==> config.mk <==
export PLATFORM = sky130hd
export DESIGN_NAME = strm_dev_flat
export DESIGN_NICKNAME = d
export VERILOG_FILES = /design/src/strm_pkg.sv /design/src/strm_if.sv /design/src/strm_dev.sv /design/src/flat_wrapper.sv
export SDC_FILE = /design/constraint.sdc
export NUM_CORES = 1
export LEC_CHECK = 0
export ABC_AREA = 1
export BUFFER_PORTS_ARGS = -buffer_cell sky130_fd_sc_hd__buf_2
export CORE_MARGIN = 4
export CORE_UTILIZATION = 58
export CTS_CLUSTER_DIAMETER = 50
export DETAILED_ROUTE_END_ITERATION = 8
export PLACE_DENSITY = 0.92
export SLEW_MARGIN = 0
export SYNTH_ARGS = -nofsm -noshare
export SYNTH_HDL_FRONTEND = slang
export SYNTH_SLANG_ARGS = --single-unit
==> constraint.sdc <==
create_clock -name ref_clk -period 2.2 [get_ports ref_clk]
set_clock_uncertainty 0.1 [all_clocks]
set_input_delay 0.11 -clock ref_clk [delete_from_list [all_inputs] [get_ports ref_clk]]
set_output_delay 0.11 -clock ref_clk [all_outputs]
set_load 0.03 [all_outputs]
==> src/strm_pkg.sv <==
/*
  Shared constants and types for the self-test, programmed reset, time tag
  and monitor select register bank and for the host end that drives it.
  Assumes a 100 MHz ref_clk and 16-bit registers selected by number.
*/
package strm_pkg;

  localparam int CLK_NS     = 10;
  localparam int BIT_US     = 100;
  localparam int BIT_CYC    = BIT_US * 1000 / CLK_NS;
  localparam int TICK_US    = 64;
  localparam int TICK_CYC   = TICK_US * 1000 / CLK_NS;
  localparam int SRST_NS    = 1000;
  localparam int SRST_CYC   = (SRST_NS - 1) / CLK_NS;
  localparam int BIT_CNT_W  = 16;
  localparam int TICK_CNT_W = 16;
  localparam int SRST_CNT_W = 8;

  localparam logic [4:0] REG_STATUS    = 5'h01;
  localparam logic [4:0] REG_RESULT    = 5'h04;
  localparam logic [4:0] REG_BIT_START = 5'h0b;
  localparam logic [4:0] REG_SOFT_RST  = 5'h0c;
  localparam logic [4:0] REG_TIMER_CLR = 5'h0d;
  localparam logic [4:0] REG_MODE      = 5'h0e;
  localparam logic [4:0] REG_RSVD      = 5'h0f;
  localparam logic [4:0] REG_MASK_LO   = 5'h10;
  localparam logic [4:0] REG_MASK_HI   = 5'h11;

  localparam int STS_BIT_BUSY = 9;
  localparam int RES_CHA_FAIL = 14;
  localparam int RES_CHB_FAIL = 15;
  localparam int MODE_SEL     = 15;
  localparam int MODE_ALL     = 14;
  localparam int MODE_DECL    = 13;
  localparam int CMD_TA_MSB   = 15;
  localparam int CMD_TA_LSB   = 11;

  localparam logic [2:0]  MODE_RST  = 3'h0;
  localparam logic [15:0] MASK_RST  = 16'h0000;
  localparam logic [7:0]  LFSR_SEED = 8'h01;

  typedef enum logic [1:0] {
    ST_IDLE = 2'b00,
    ST_SRST = 2'b01,
    ST_BIT  = 2'b10
  } strm_dev_state_e;

  typedef enum logic [1:0] {
    H_IDLE = 2'b00,
    H_PRE  = 2'b01,
    H_RD   = 2'b10
  } strm_host_state_e;

endpackage : strm_pkg

==> src/strm_if.sv <==
/*
  Register port between the host end and the device end.
  Assumes both ends share ref_clk; strobes are one-cycle pulses.
*/
interface strm_if;
  logic [4:0]  reg_num;
  logic        wr_stb;
  logic        rd_stb;
  logic [15:0] wdata;
  logic [15:0] rdata;
  logic        rd_valid;

  modport dev (
    input  reg_num,
    input  wr_stb,
    input  rd_stb,
    input  wdata,
    output rdata,
    output rd_valid
  );

  modport host (
    output reg_num,
    output wr_stb,
    output rd_stb,
    output wdata,
    input  rdata,
    input  rd_valid
  );
endinterface : strm_if

==> src/strm_dev.sv <==
/*
  Device end: self-test sequencer with internal wrap-around check,
  programmed reset, free-running time tag timer, monitor mode and
  terminal select masks, reached through the strm_if register port.
  Assumes command words arrive from same-clock decoder logic and that
  the fault injection pins come from outside and need synchronising.
*/
// Contract
// RULE1: Any write to self-test start begins test
// RULE2: Status shows test in progress while running
// RULE3: Host issues programmed reset before self-test start
// RULE4: Failure shown in result register and pin
// RULE5: Encoder looped back into both decoders
// RULE6: Bit 14 channel A, bit 15 channel B
// RULE7: RT mode ignores commands during self-test
// RULE8: Programmed reset resets codec under one microsecond
// RULE9: Programmed reset halts commands, keeps registers
// RULE10: Timer clear write zeroes tag, keeps counting
// RULE11: Eight-bit time tag advances every 64 us
// RULE12: Monitor needs select bit and control bit10 low
// RULE13: Monitor-all bit records every terminal
// RULE14: Host sets monitor-all or declared when enabling
// RULE15: Host clears monitor bits for RT operation
// RULE16: Low mask bit n selects terminal n
// RULE17: High mask bit k selects terminal k+16
// RULE18: Mask bits act independently in any combination
// RULE19: Host never touches the reserved register
// RULE20: Declared mode records only masked terminal addresses
module strm_dev
  import strm_pkg::*;
#(
  parameter int BIT_CYCLES  = strm_pkg::BIT_CYC,
  parameter int TICK_CYCLES = strm_pkg::TICK_CYC
)
(
  input  wire logic        ref_clk,
  input  wire logic        arst_n,
  input  wire logic        ce,
  strm_if.dev              bus,
  input  wire logic        ctrl_bc_mode,
  input  wire logic        rt_mode,
  input  wire logic        cmd_valid,
  input  wire logic [15:0] cmd_word,
  input  wire logic        fault_a_pin,
  input  wire logic        fault_b_pin,
  output logic             cmd_accept,
  output logic             mon_record,
  output logic [7:0]       time_tag,
  output logic             codec_reset,
  output logic             cmd_halted,
  output logic             selftest_fail_pin
);
  import strm_pkg::*;

  typedef struct packed {
    strm_dev_state_e        st;
    logic [BIT_CNT_W-1:0]   bit_cnt;
    logic [SRST_CNT_W-1:0]  srst_cnt;
    logic [7:0]             lfsr;
    logic [TICK_CNT_W-1:0]  tick_cnt;
    logic [7:0]             tag;
    logic [2:0]             mode;
    logic [15:0]            mask_lo;
    logic [15:0]            mask_hi;
    logic                   fail_a;
    logic                   fail_b;
    logic                   halted;
    logic [15:0]            rdata;
    logic                   rd_valid;
    logic                   mon_rec;
    logic                   fa_s1;
    logic                   fa_s2;
    logic                   fb_s1;
    logic                   fb_s2;
  } strm_dev_s;

  strm_dev_s state_reg;
  strm_dev_s state_next;

  logic       wr_bit;
  logic       wr_srst;
  logic       wr_tclr;
  logic       mon_en;
  logic       mon_hit;
  logic [4:0] cmd_ta;
  logic [31:0] mask_all;
  logic       enc_bit;
  logic       rx_a;
  logic       rx_b;

  assign wr_bit   = bus.wr_stb && (bus.reg_num == REG_BIT_START);
  assign wr_srst  = bus.wr_stb && (bus.reg_num == REG_SOFT_RST);
  assign wr_tclr  = bus.wr_stb && (bus.reg_num == REG_TIMER_CLR);
  assign cmd_ta   = cmd_word[CMD_TA_MSB:CMD_TA_LSB];
  assign mask_all = {state_reg.mask_hi, state_reg.mask_lo};

  // Monitor enable and terminal filter
  assign mon_en  = state_reg.mode[2] && !ctrl_bc_mode; // RULE12
  assign mon_hit = state_reg.mode[1] // RULE13
                   || (state_reg.mode[0] && mask_all[cmd_ta]); // RULE16 RULE17 RULE18 RULE20

  // Internal wrap-around: encoder bit looped into both decoders
  assign enc_bit = state_reg.lfsr[0]; // RULE5
  assign rx_a    = enc_bit ^ state_reg.fa_s2; // RULE5
  assign rx_b    = enc_bit ^ state_reg.fb_s2; // RULE5

  // Commands are dropped while halted, in reset, or in RT mode during self-test
  assign cmd_accept = cmd_valid && !state_reg.halted
                      && (state_reg.st != ST_SRST)
                      && !(rt_mode && (state_reg.st == ST_BIT)); // RULE7

  assign mon_record        = state_reg.mon_rec;
  assign time_tag          = state_reg.tag;
  assign codec_reset       = (state_reg.st == ST_SRST); // RULE8
  assign cmd_halted        = state_reg.halted;
  assign selftest_fail_pin = state_reg.fail_a || state_reg.fail_b; // RULE4
  assign bus.rdata         = state_reg.rdata;
  assign bus.rd_valid      = state_reg.rd_valid;

  always_comb
  begin
    state_next          = state_reg;
    state_next.rd_valid = 1'b0;
    state_next.mon_rec  = 1'b0;
    state_next.fa_s1    = fault_a_pin;
    state_next.fa_s2    = state_reg.fa_s1;
    state_next.fb_s1    = fault_b_pin;
    state_next.fb_s2    = state_reg.fb_s1;

    // Time tag timer
    if (wr_tclr)
    begin
      state_next.tag      = 8'h00; // RULE10
      state_next.tick_cnt = '0; // RULE10
    end
    else if (state_reg.tick_cnt == TICK_CNT_W'(TICK_CYCLES - 1))
    begin
      state_next.tick_cnt = '0;
      state_next.tag      = state_reg.tag + 8'h01; // RULE11
    end
    else
    begin
      state_next.tick_cnt = state_reg.tick_cnt + TICK_CNT_W'(1); // RULE11
    end

    // Mode and mask registers; untouched by programmed reset
    if (bus.wr_stb)
    begin
      unique case (bus.reg_num)
        REG_MODE:    state_next.mode    = {bus.wdata[MODE_SEL], bus.wdata[MODE_ALL],
                                           bus.wdata[MODE_DECL]}; // RULE12 RULE13
        REG_MASK_LO: state_next.mask_lo = bus.wdata; // RULE16
        REG_MASK_HI: state_next.mask_hi = bus.wdata; // RULE17
        default:     ;
      endcase
    end

    // Self-test and programmed reset sequencing
    unique case (state_reg.st)
      ST_IDLE:
      begin
        if (wr_srst)
        begin
          state_next.st       = ST_SRST; // RULE8
          state_next.srst_cnt = '0;
        end
        else if (wr_bit)
        begin
          state_next.st      = ST_BIT; // RULE1
          state_next.bit_cnt = '0;
          state_next.lfsr    = LFSR_SEED;
          state_next.fail_a  = 1'b0;
          state_next.fail_b  = 1'b0;
        end
      end
      ST_SRST:
      begin
        state_next.halted = 1'b1; // RULE9
        if (wr_bit)
        begin
          state_next.st      = ST_BIT; // RULE1
          state_next.bit_cnt = '0;
          state_next.lfsr    = LFSR_SEED;
          state_next.fail_a  = 1'b0;
          state_next.fail_b  = 1'b0;
        end
        else if (state_reg.srst_cnt == SRST_CNT_W'(SRST_CYC - 1))
        begin
          state_next.st = ST_IDLE; // RULE8
        end
        else
        begin
          state_next.srst_cnt = state_reg.srst_cnt + SRST_CNT_W'(1);
        end
      end
      ST_BIT:
      begin
        state_next.lfsr = {state_reg.lfsr[0], state_reg.lfsr[7:1]}
                          ^ {1'b0, state_reg.lfsr[0], 1'b0, state_reg.lfsr[0],
                             state_reg.lfsr[0], 3'h0};
        if (rx_a != enc_bit)
        begin
          state_next.fail_a = 1'b1; // RULE6
        end
        if (rx_b != enc_bit)
        begin
          state_next.fail_b = 1'b1; // RULE6
        end
        if (state_reg.bit_cnt == BIT_CNT_W'(BIT_CYCLES - 1))
        begin
          state_next.st     = ST_IDLE; // RULE1
          state_next.halted = 1'b0;
        end
        else
        begin
          state_next.bit_cnt = state_reg.bit_cnt + BIT_CNT_W'(1); // RULE1
        end
      end
      default:
      begin
        state_next.st = ST_IDLE;
      end
    endcase

    // Monitor recording of accepted commands
    if (cmd_accept && mon_en && mon_hit)
    begin
      state_next.mon_rec = 1'b1; // RULE12 RULE20
    end

    // Register reads; unmapped numbers read zero
    if (bus.rd_stb)
    begin
      state_next.rd_valid = 1'b1;
      state_next.rdata    = 16'h0000;
      unique case (bus.reg_num)
        REG_STATUS:  state_next.rdata[STS_BIT_BUSY] = (state_reg.st == ST_BIT); // RULE2
        REG_RESULT:
        begin
          state_next.rdata[RES_CHA_FAIL] = state_reg.fail_a; // RULE4 RULE6
          state_next.rdata[RES_CHB_FAIL] = state_reg.fail_b; // RULE4 RULE6
        end
        REG_MODE:
        begin
          state_next.rdata[MODE_SEL]  = state_reg.mode[2];
          state_next.rdata[MODE_ALL]  = state_reg.mode[1];
          state_next.rdata[MODE_DECL] = state_reg.mode[0];
        end
        REG_MASK_LO: state_next.rdata = state_reg.mask_lo;
        REG_MASK_HI: state_next.rdata = state_reg.mask_hi;
        default:     ;
      endcase
    end
  end

  always_ff @(posedge ref_clk or negedge arst_n)
  begin
    if (!arst_n)
    begin
      state_reg          <= '0;
      state_reg.st       <= ST_IDLE;
      state_reg.lfsr     <= LFSR_SEED;
      state_reg.mode     <= MODE_RST;
      state_reg.mask_lo  <= MASK_RST; // RULE9
      state_reg.mask_hi  <= MASK_RST;
    end
    else if (ce)
    begin
      state_reg <= state_next;
    end
  end

endmodule : strm_dev

==> src/flat_wrapper.sv <==
// flat-port wrapper written by rule: the top's interface ports become plain ports
module strm_dev_flat import strm_pkg::*;
#(
  parameter int BIT_CYCLES  = strm_pkg::BIT_CYC,
  parameter int TICK_CYCLES = strm_pkg::TICK_CYC
)
  (ref_clk, arst_n, ce, ctrl_bc_mode, rt_mode, cmd_valid, cmd_word, fault_a_pin, fault_b_pin, cmd_accept, mon_record, time_tag, codec_reset, cmd_halted, selftest_fail_pin, bus_reg_num, bus_wr_stb, bus_rd_stb, bus_wdata, bus_rdata, bus_rd_valid);
  strm_if bus_i ();
  input  wire logic ref_clk;
  input  wire logic arst_n;
  input  wire logic ce;
  input  wire logic ctrl_bc_mode;
  input  wire logic rt_mode;
  input  wire logic cmd_valid;
  input  wire logic [15:0] cmd_word;
  input  wire logic fault_a_pin;
  input  wire logic fault_b_pin;
  output logic cmd_accept;
  output logic mon_record;
  output logic [7:0] time_tag;
  output logic codec_reset;
  output logic cmd_halted;
  output logic selftest_fail_pin;
  input wire logic [$bits(bus_i.reg_num)-1:0] bus_reg_num;
  input wire logic [$bits(bus_i.wr_stb)-1:0] bus_wr_stb;
  input wire logic [$bits(bus_i.rd_stb)-1:0] bus_rd_stb;
  input wire logic [$bits(bus_i.wdata)-1:0] bus_wdata;
  output wire logic [$bits(bus_i.rdata)-1:0] bus_rdata;
  output wire logic [$bits(bus_i.rd_valid)-1:0] bus_rd_valid;
  assign bus_i.reg_num = bus_reg_num;
  assign bus_i.wr_stb = bus_wr_stb;
  assign bus_i.rd_stb = bus_rd_stb;
  assign bus_i.wdata = bus_wdata;
  assign bus_rdata = bus_i.rdata;
  assign bus_rd_valid = bus_i.rd_valid;
  strm_dev #(.BIT_CYCLES(BIT_CYCLES), .TICK_CYCLES(TICK_CYCLES)) u_core (.ref_clk(ref_clk), .arst_n(arst_n), .ce(ce), .bus(bus_i), .ctrl_bc_mode(ctrl_bc_mode), .rt_mode(rt_mode), .cmd_valid(cmd_valid), .cmd_word(cmd_word), .fault_a_pin(fault_a_pin), .fault_b_pin(fault_b_pin), .cmd_accept(cmd_accept), .mon_record(mon_record), .time_tag(time_tag), .codec_reset(codec_reset), .cmd_halted(cmd_halted), .selftest_fail_pin(selftest_fail_pin));
endmodule
==> impl_metrics.py, run 1 <==
metrics = {
    "status": {
        "run_status": "finished, final reports clean",
    },
    "yosys": {
        "synth_seq_cells": 110,
        "synth.largest_area_cell": "dfrtp_1",
        "synth_edf_count": 0,
        "yosysSeqAreaShare_pct": 45.4,
        "synth-async-reset-ratio_pct": 100,
        "synth_nets": 837,
        "syn_inst": 785,
        "yosys.area.top_type_share_pct": 45.4,
        "syn_avg_cell_area_um2": 7.72,
        "yosysUniqueCellTypes": 40,
        "ys_warn_count": 0,
        "synth_flop_cell": "dfrtp_1",
        "synthTopCellsByArea": "dfrtp_1 (45%), nand2_1 (14%), inv_1 (5.3%)",
        "syn_area_um2": 6060,
    },
    "global_routing": {
        "grt_overflow_total": 0,
        "grtUsageTotal_pct": 24.9,
        "first_global_vias": 5098,
        "grt_max_degree": 44,
        "grt_pass1_wl_mm": 23.8,
        "antenna_found_initial": 1,
    },
    "timing": {
        "period_needed_ns": 2.07,
        "finalSetupViolations": 0,
        "maxSlewViolCount": 0,
        "worst_slew_pin_slew_ns": 0.570,
        "period_share_pct": 94.1,
        "rsz0062_at_grt": "no",
        "setup-tns-final_ns": 0,
        "fin_ws_ns": 0.130,
        "timing.slew.headroom_pct": 62.0,
        "max_clock_freq_mhz": 483,
        "hold_viol": 0,
    },
    "worst_setup_path": {
        "cp_slowest_stage_delay_ns": 0.57,
        "crit_type": "in -> reg",
        "r2r_cells": 8,
        "worst-path-max-fanout": 3,
        "cpMostUsedCell": "dlygate4sd3_1",
        "start_kind": "primary input",
        "reg2reg_from": "u_core.state_reg[68]",
        "r2r_setup_slack_ns": 0.19,
        "rr_endpoint": "u_core.state_reg[73]",
        "path_cells": "dlygate4sd3_1 > buf_2 > nor2_2 > dlygate4sd3_1 > nand4_1 > dlygate4sd3_1 > o21ai_0",
        "crit_path_end_kind": "flip-flop",
        "crit_arrival_ns": 2.28,
        "cp.required_ns": 2.41,
        "crit_slowest_cell": "dlygate4sd3_1",
    },
    "layout": {
        "final_cell_count_no_fill": 988,
        "largest_reg_flops": 49,
        "drive_gt1_share_pct": 13.7,
        "final_cell_mix": "nand2_1 (224), dfrtp_1 (110), inv_1 (85)",
        "nets": 898,
        "layout_commonest_cell": "nand2_1",
        "synthToLayoutAreaGrowth_pct": 11.6,
    },
    "worst_hold_path": {
        "hold_start": "ce",
        "hold_end": "u_core.mon_record",
        "min_path_cells": 5,
        "min_path_type": "in -> reg",
    },
    "routing": {
        "antenna_left": 0,
        "wire_per_inst_um": 14.2,
        "drt_drc_violations_left": 0,
        "drtIter0Drc": 506,
        "vias": 5434,
        "drtPass1Iterations": 5,
        "wl_mm": 14.0,
        "vias_per_cell": 5.50,
    },
    "clocking": {
        "root_buffer": "clkbuf_8",
        "cts_inserted_buffers": 9,
        "cts.sinks": 110,
        "insertion_delay_ns": 0.39,
        "cts_tree": "yes",
        "path_clk_slew_ns": 0.10,
        "ctsHtreeMaxLevel": 3,
        "clockBufferDepth": 2,
    },
    "floorplan": {
        "die_width_um": 110,
        "dieHeight_um": 110,
        "start_util_pct": 59.2,
        "die-area_um2": 12100,
        "core-area_um2": 10200,
        "io_pins": 77,
        "rows": 37,
    },
    "placement": {
        "place_hpwl_mm": 10.1,
        "gp_congestion": 0.942,
        "portBuffers": 65,
        "placed_cells": 948,
        "pre_cts_slack_ns": 0.295,
    },
    "power": {
        "powerDensity_nw_per_um2": 761,
        "p_total_mw": 5.15,
        "p_leak_nw": 3.27,
        "ir_drop_v": 0.000398,
    },
    "flow_run": {
        "max_cap_viol_count": 0,
    },
}
-- cells in the mapped netlist, types with 3 or more instances --
| cell | instances |
|---|---|
| buf_4 | 26 |
| nor3_1 | 15 |
| nand2_1 | 224 |
| nor2_1 | 51 |
| dfrtp_1 | 110 |
| nor4_1 | 5 |
| o21ai_1 | 17 |
| nand3b_1 | 3 |
| buf_2 | 8 |
| o31ai_1 | 7 |
| xor2_1 | 19 |
| a21oi_1 | 39 |
| o21ai_0 | 45 |
| inv_2 | 5 |
| nor2_4 | 3 |
| nand4_1 | 20 |
| clkbuf_1 | 10 |
| a31oi_1 | 3 |
| nand3_1 | 56 |
| inv_1 | 85 |
| buf_6 | 5 |
| ha_1 | 5 |
-- timing repair --
| action | in CTS | in global routing |
|---|---|---|
| buffers inserted | 0 | 0 |
| setup endpoints to repair | 0 | 1 |
| hold endpoints to repair | 79 | 0 |
| hold buffers | 23 | 0 |
| resized for setup | 0 | 1 |
-- metal layers --
metal | GRT usage (%) | wire length (um)
met3 | 3.90 | 952
met1 | 34.0 | 5940
met2 | 40.2 | 6720
met4 | 9.15 | 369
met5 | 0 | 0
-- final cells by class --
class	count	area [um2]
multi-input combinational	532	2620
inverter	93	352
tap	136	170
clock inverter	7	88.8
sequential	110	2750
timing repair buffer	100	661
fill	821	3470
antenna	1	2.50
clock buffer	9	124
-- cells by family (layout without fill, tap and decap cells) --
family                   Yosys count  after routing  synth area share, %
AND/OR/NAND/NOR                  388            388                 28.4
buffers and inverters            143            209                 11.5
AO/OA/AOI/OAI                    120            120                 10.9
flip-flops                       110            110                 45.4
XOR/XNOR                          19             19                 2.75
adder cells (fa/ha/maj)            5              5                 1.03
other                              0              1                    0
-- worst max-delay path by stage --
stage / startpoint / endpoint / slack, ns
final: bus_reg_num[0] / u_core.state_reg[116] / 0.13
after floorplan: u_core.state_reg[92] / u_core.state_reg[98] / 0.59
after global routing: bus_reg_num[0] / u_core.state_reg[116] / 0.04
after CTS: bus_reg_num[0] / u_core.state_reg[116] / 0.08
after global placement: u_core.state_reg[68] / u_core.time_tag[2] / 0.37
after detailed placement: u_core.state_reg[68] / u_core.state_reg[73] / 0.30
-- through the flow --
stage | cell area, um2 | hold slack (ns) | util (%)
detailed placement | 6320 | 0.0387 | 61.7
CTS | 6760 | 0.0485 | 66.1
global placement | 6320 | 0.0409 | 61.7
global route | 6770 | 0.0664 | 66.1
finish | 6770 | 0.0526 | 66.1
floorplan | 6060 | -0.286 | -
-- critical path, delay by kind of cell --
family	cells	cell delay [ns]
buffers and inverters	4	1.81
AOI/OAI and AO/OA	1	0.15
and+or+nand+nor	2	0.20
-- where the power goes --
part           switching, mW  internal [mW]  leakage (nW)
Combinational          0.838          0.421          1.73
Clock                  0.758          0.557         0.106
Sequential             0.273           2.30          1.43
Total                   1.87           3.28          3.27
(Power assumes the default switching activity.)
==> run 2: changes to the inputs <==
RECOVER_POWER = 50   (was default)
==> run 2 against run 1 <==
Against the previous run:
- first-iteration DRC count fell by 8.1%
- sequential cell count unchanged
- clock power barely moved
- sequential power is essentially flat
- clock-buffer cell count is the same
- combinational power is essentially flat
- critical path type unchanged
- highest routed layer unchanged
==> impl_metrics.py, run 2 (synthesized netlist as in run 1, its figures left out) <==
metrics = {
    "global_routing": {
        "first_global_vias": 5098,
        "grt.busiest_layer": "met2",
        "grt_overflow_total": 0,
        "grt_pass1_wl_mm": 23.8,
        "grt_use_met3_pct": 3.90,
        "antenna_found_initial": 1,
        "grt_max_degree": 44,
        "use_met1_pct": 34.0,
        "grtUsageTotal_pct": 24.9,
        "grtUsageMet2_pct": 40.2,
    },
    "routing": {
        "drtIter0Drc": 465,
        "vias_per_cell": 5.49,
        "drt_drc_violations_left": 0,
        "wl_mm": 14.1,
        "vias": 5423,
        "antenna_left": 0,
        "drtPass1Iterations": 7,
        "wire_per_inst_um": 14.2,
    },
    "clocking": {
        "insertion_delay_ns": 0.39,
        "ctsHtreeMaxLevel": 3,
        "clockBufferDepth": 2,
        "cts_inserted_buffers": 9,
        "root_buffer": "clkbuf_8",
        "cts.sinks": 110,
        "cts_tree": "yes",
        "path_clk_slew_ns": 0.10,
    },
    "layout": {
        "largest_reg_flops": 49,
        "drive_gt1_share_pct": 12.6,
        "final_area_um2": 6750,
        "layout_commonest_cell": "nand2_1",
        "final_cell_count_no_fill": 988,
        "nets": 898,
        "fill_cells": 828,
        "final_cell_mix": "nand2_1 (224), dfrtp_1 (110), inv_1 (85)",
        "synthToLayoutAreaGrowth_pct": 11.3,
    },
    "placement": {
        "placed_cells": 948,
        "place_hpwl_mm": 10.1,
        "portBuffers": 65,
        "dpl-instance-area_um2": 6320,
        "gp_congestion": 0.942,
    },
    "floorplan": {
        "die-area_um2": 12100,
        "rows": 37,
        "dieHeight_um": 110,
        "start_util_pct": 59.2,
        "die_width_um": 110,
        "io_pins": 77,
        "core-area_um2": 10200,
    },
    "worst_setup_path": {
        "worst-path-max-fanout": 3,
        "crit_path_end_kind": "flip-flop",
        "start_kind": "primary input",
        "crit_type": "in -> reg",
        "cp.required_ns": 2.41,
        "crit_arrival_ns": 2.29,
    },
    "power": {
        "p_leak_nw": 3.23,
        "powerDensity_nw_per_um2": 762,
        "p_total_mw": 5.14,
        "ir_drop_v": 0.000395,
    },
    "worst_hold_path": {
        "min_path_type": "in -> reg",
    },
    "timing": {
        "setup-tns-final_ns": 0,
        "rsz0062_at_grt": "no",
        "max_clock_freq_mhz": 481,
        "finalSetupViolations": 0,
        "timing.slew.headroom_pct": 26.6,
        "period_needed_ns": 2.08,
        "hold_ws_ns": 0.0551,
        "period_share_pct": 94.4,
        "hold_viol": 0,
        "worst_slew_pin_slew_ns": 1.10,
        "maxSlewViolCount": 0,
    },
    "flow_run": {
        "max_cap_viol_count": 0,
    },
    "status": {
        "run_status": "finished, final reports clean",
    },
}
==> run 2: cell type report <==
cell class,count,area [um2],share of cell area [%]
clock buffers,9,124,1.84
inverters,93,352,5.21
repair buffers,100,641,9.50
well taps,136,170,2.52
multi-input cells,532,2620,38.8
diodes,1,2.50,0.0371
flip-flops and latches,110,2750,40.8
clock inverters,7,88.8,1.32
==> run 2: worst paths after layout <==
kind | start | endpoint | slack, ns | cells after the start
setup / recovery | bus_reg_num[0] | u_core.state_reg[116] | 0.12 | 7
hold / removal | ce | u_core.mon_record | 0.06 | 5
setup reg to reg | u_core.state_reg[68] | u_core.state_reg[73] | 0.19 | 8
hold reg to reg | u_core.mon_record | u_core.mon_record | 0.39 | 2
max in group asynchronous | arst_n | u_core.mask_all[17] | 0.58 | 3
min in group asynchronous | arst_n | u_core.mask_all[29] | 0.36 | 2
==> run 2: stage by stage <==
stage               utilization (%)  worst slack [ns]
global placement               61.7             0.374
floorplan                         -             0.588
CTS                            66.1            0.0818
detailed placement             61.7             0.295
finish                         65.9             0.122
global route                   65.9            0.0363
==> run 2: critical path: stages <==
cell and delay (ns):
dlygate4sd3_1 0.54, buf_2 0.14, nor2_2 0.12, dlygate4sd3_1 0.57
nand4_1 0.08, dlygate4sd3_1 0.56, o21ai_0 0.15
==> run 2: metal layers <==
metal  wire length [um]  vias to the layer above
met5                  0                        -
met4                373                        0
met3                855                       30
met2               6720                      196
met1               6110                     2554
li1                   -                     2643
==> run 2: power breakdown <==
group          switching (mW)  internal (mW)
logic                   0.838          0.414
clock network           0.759          0.557
registers               0.272           2.30
total                    1.87           3.27
==> run 2: timing repair <==
action                     CTS  global route
hold buffers                23             0
resized for setup            0             1
setup endpoints to repair    0             1
buffers inserted             0             0
hold endpoints to repair    79             0
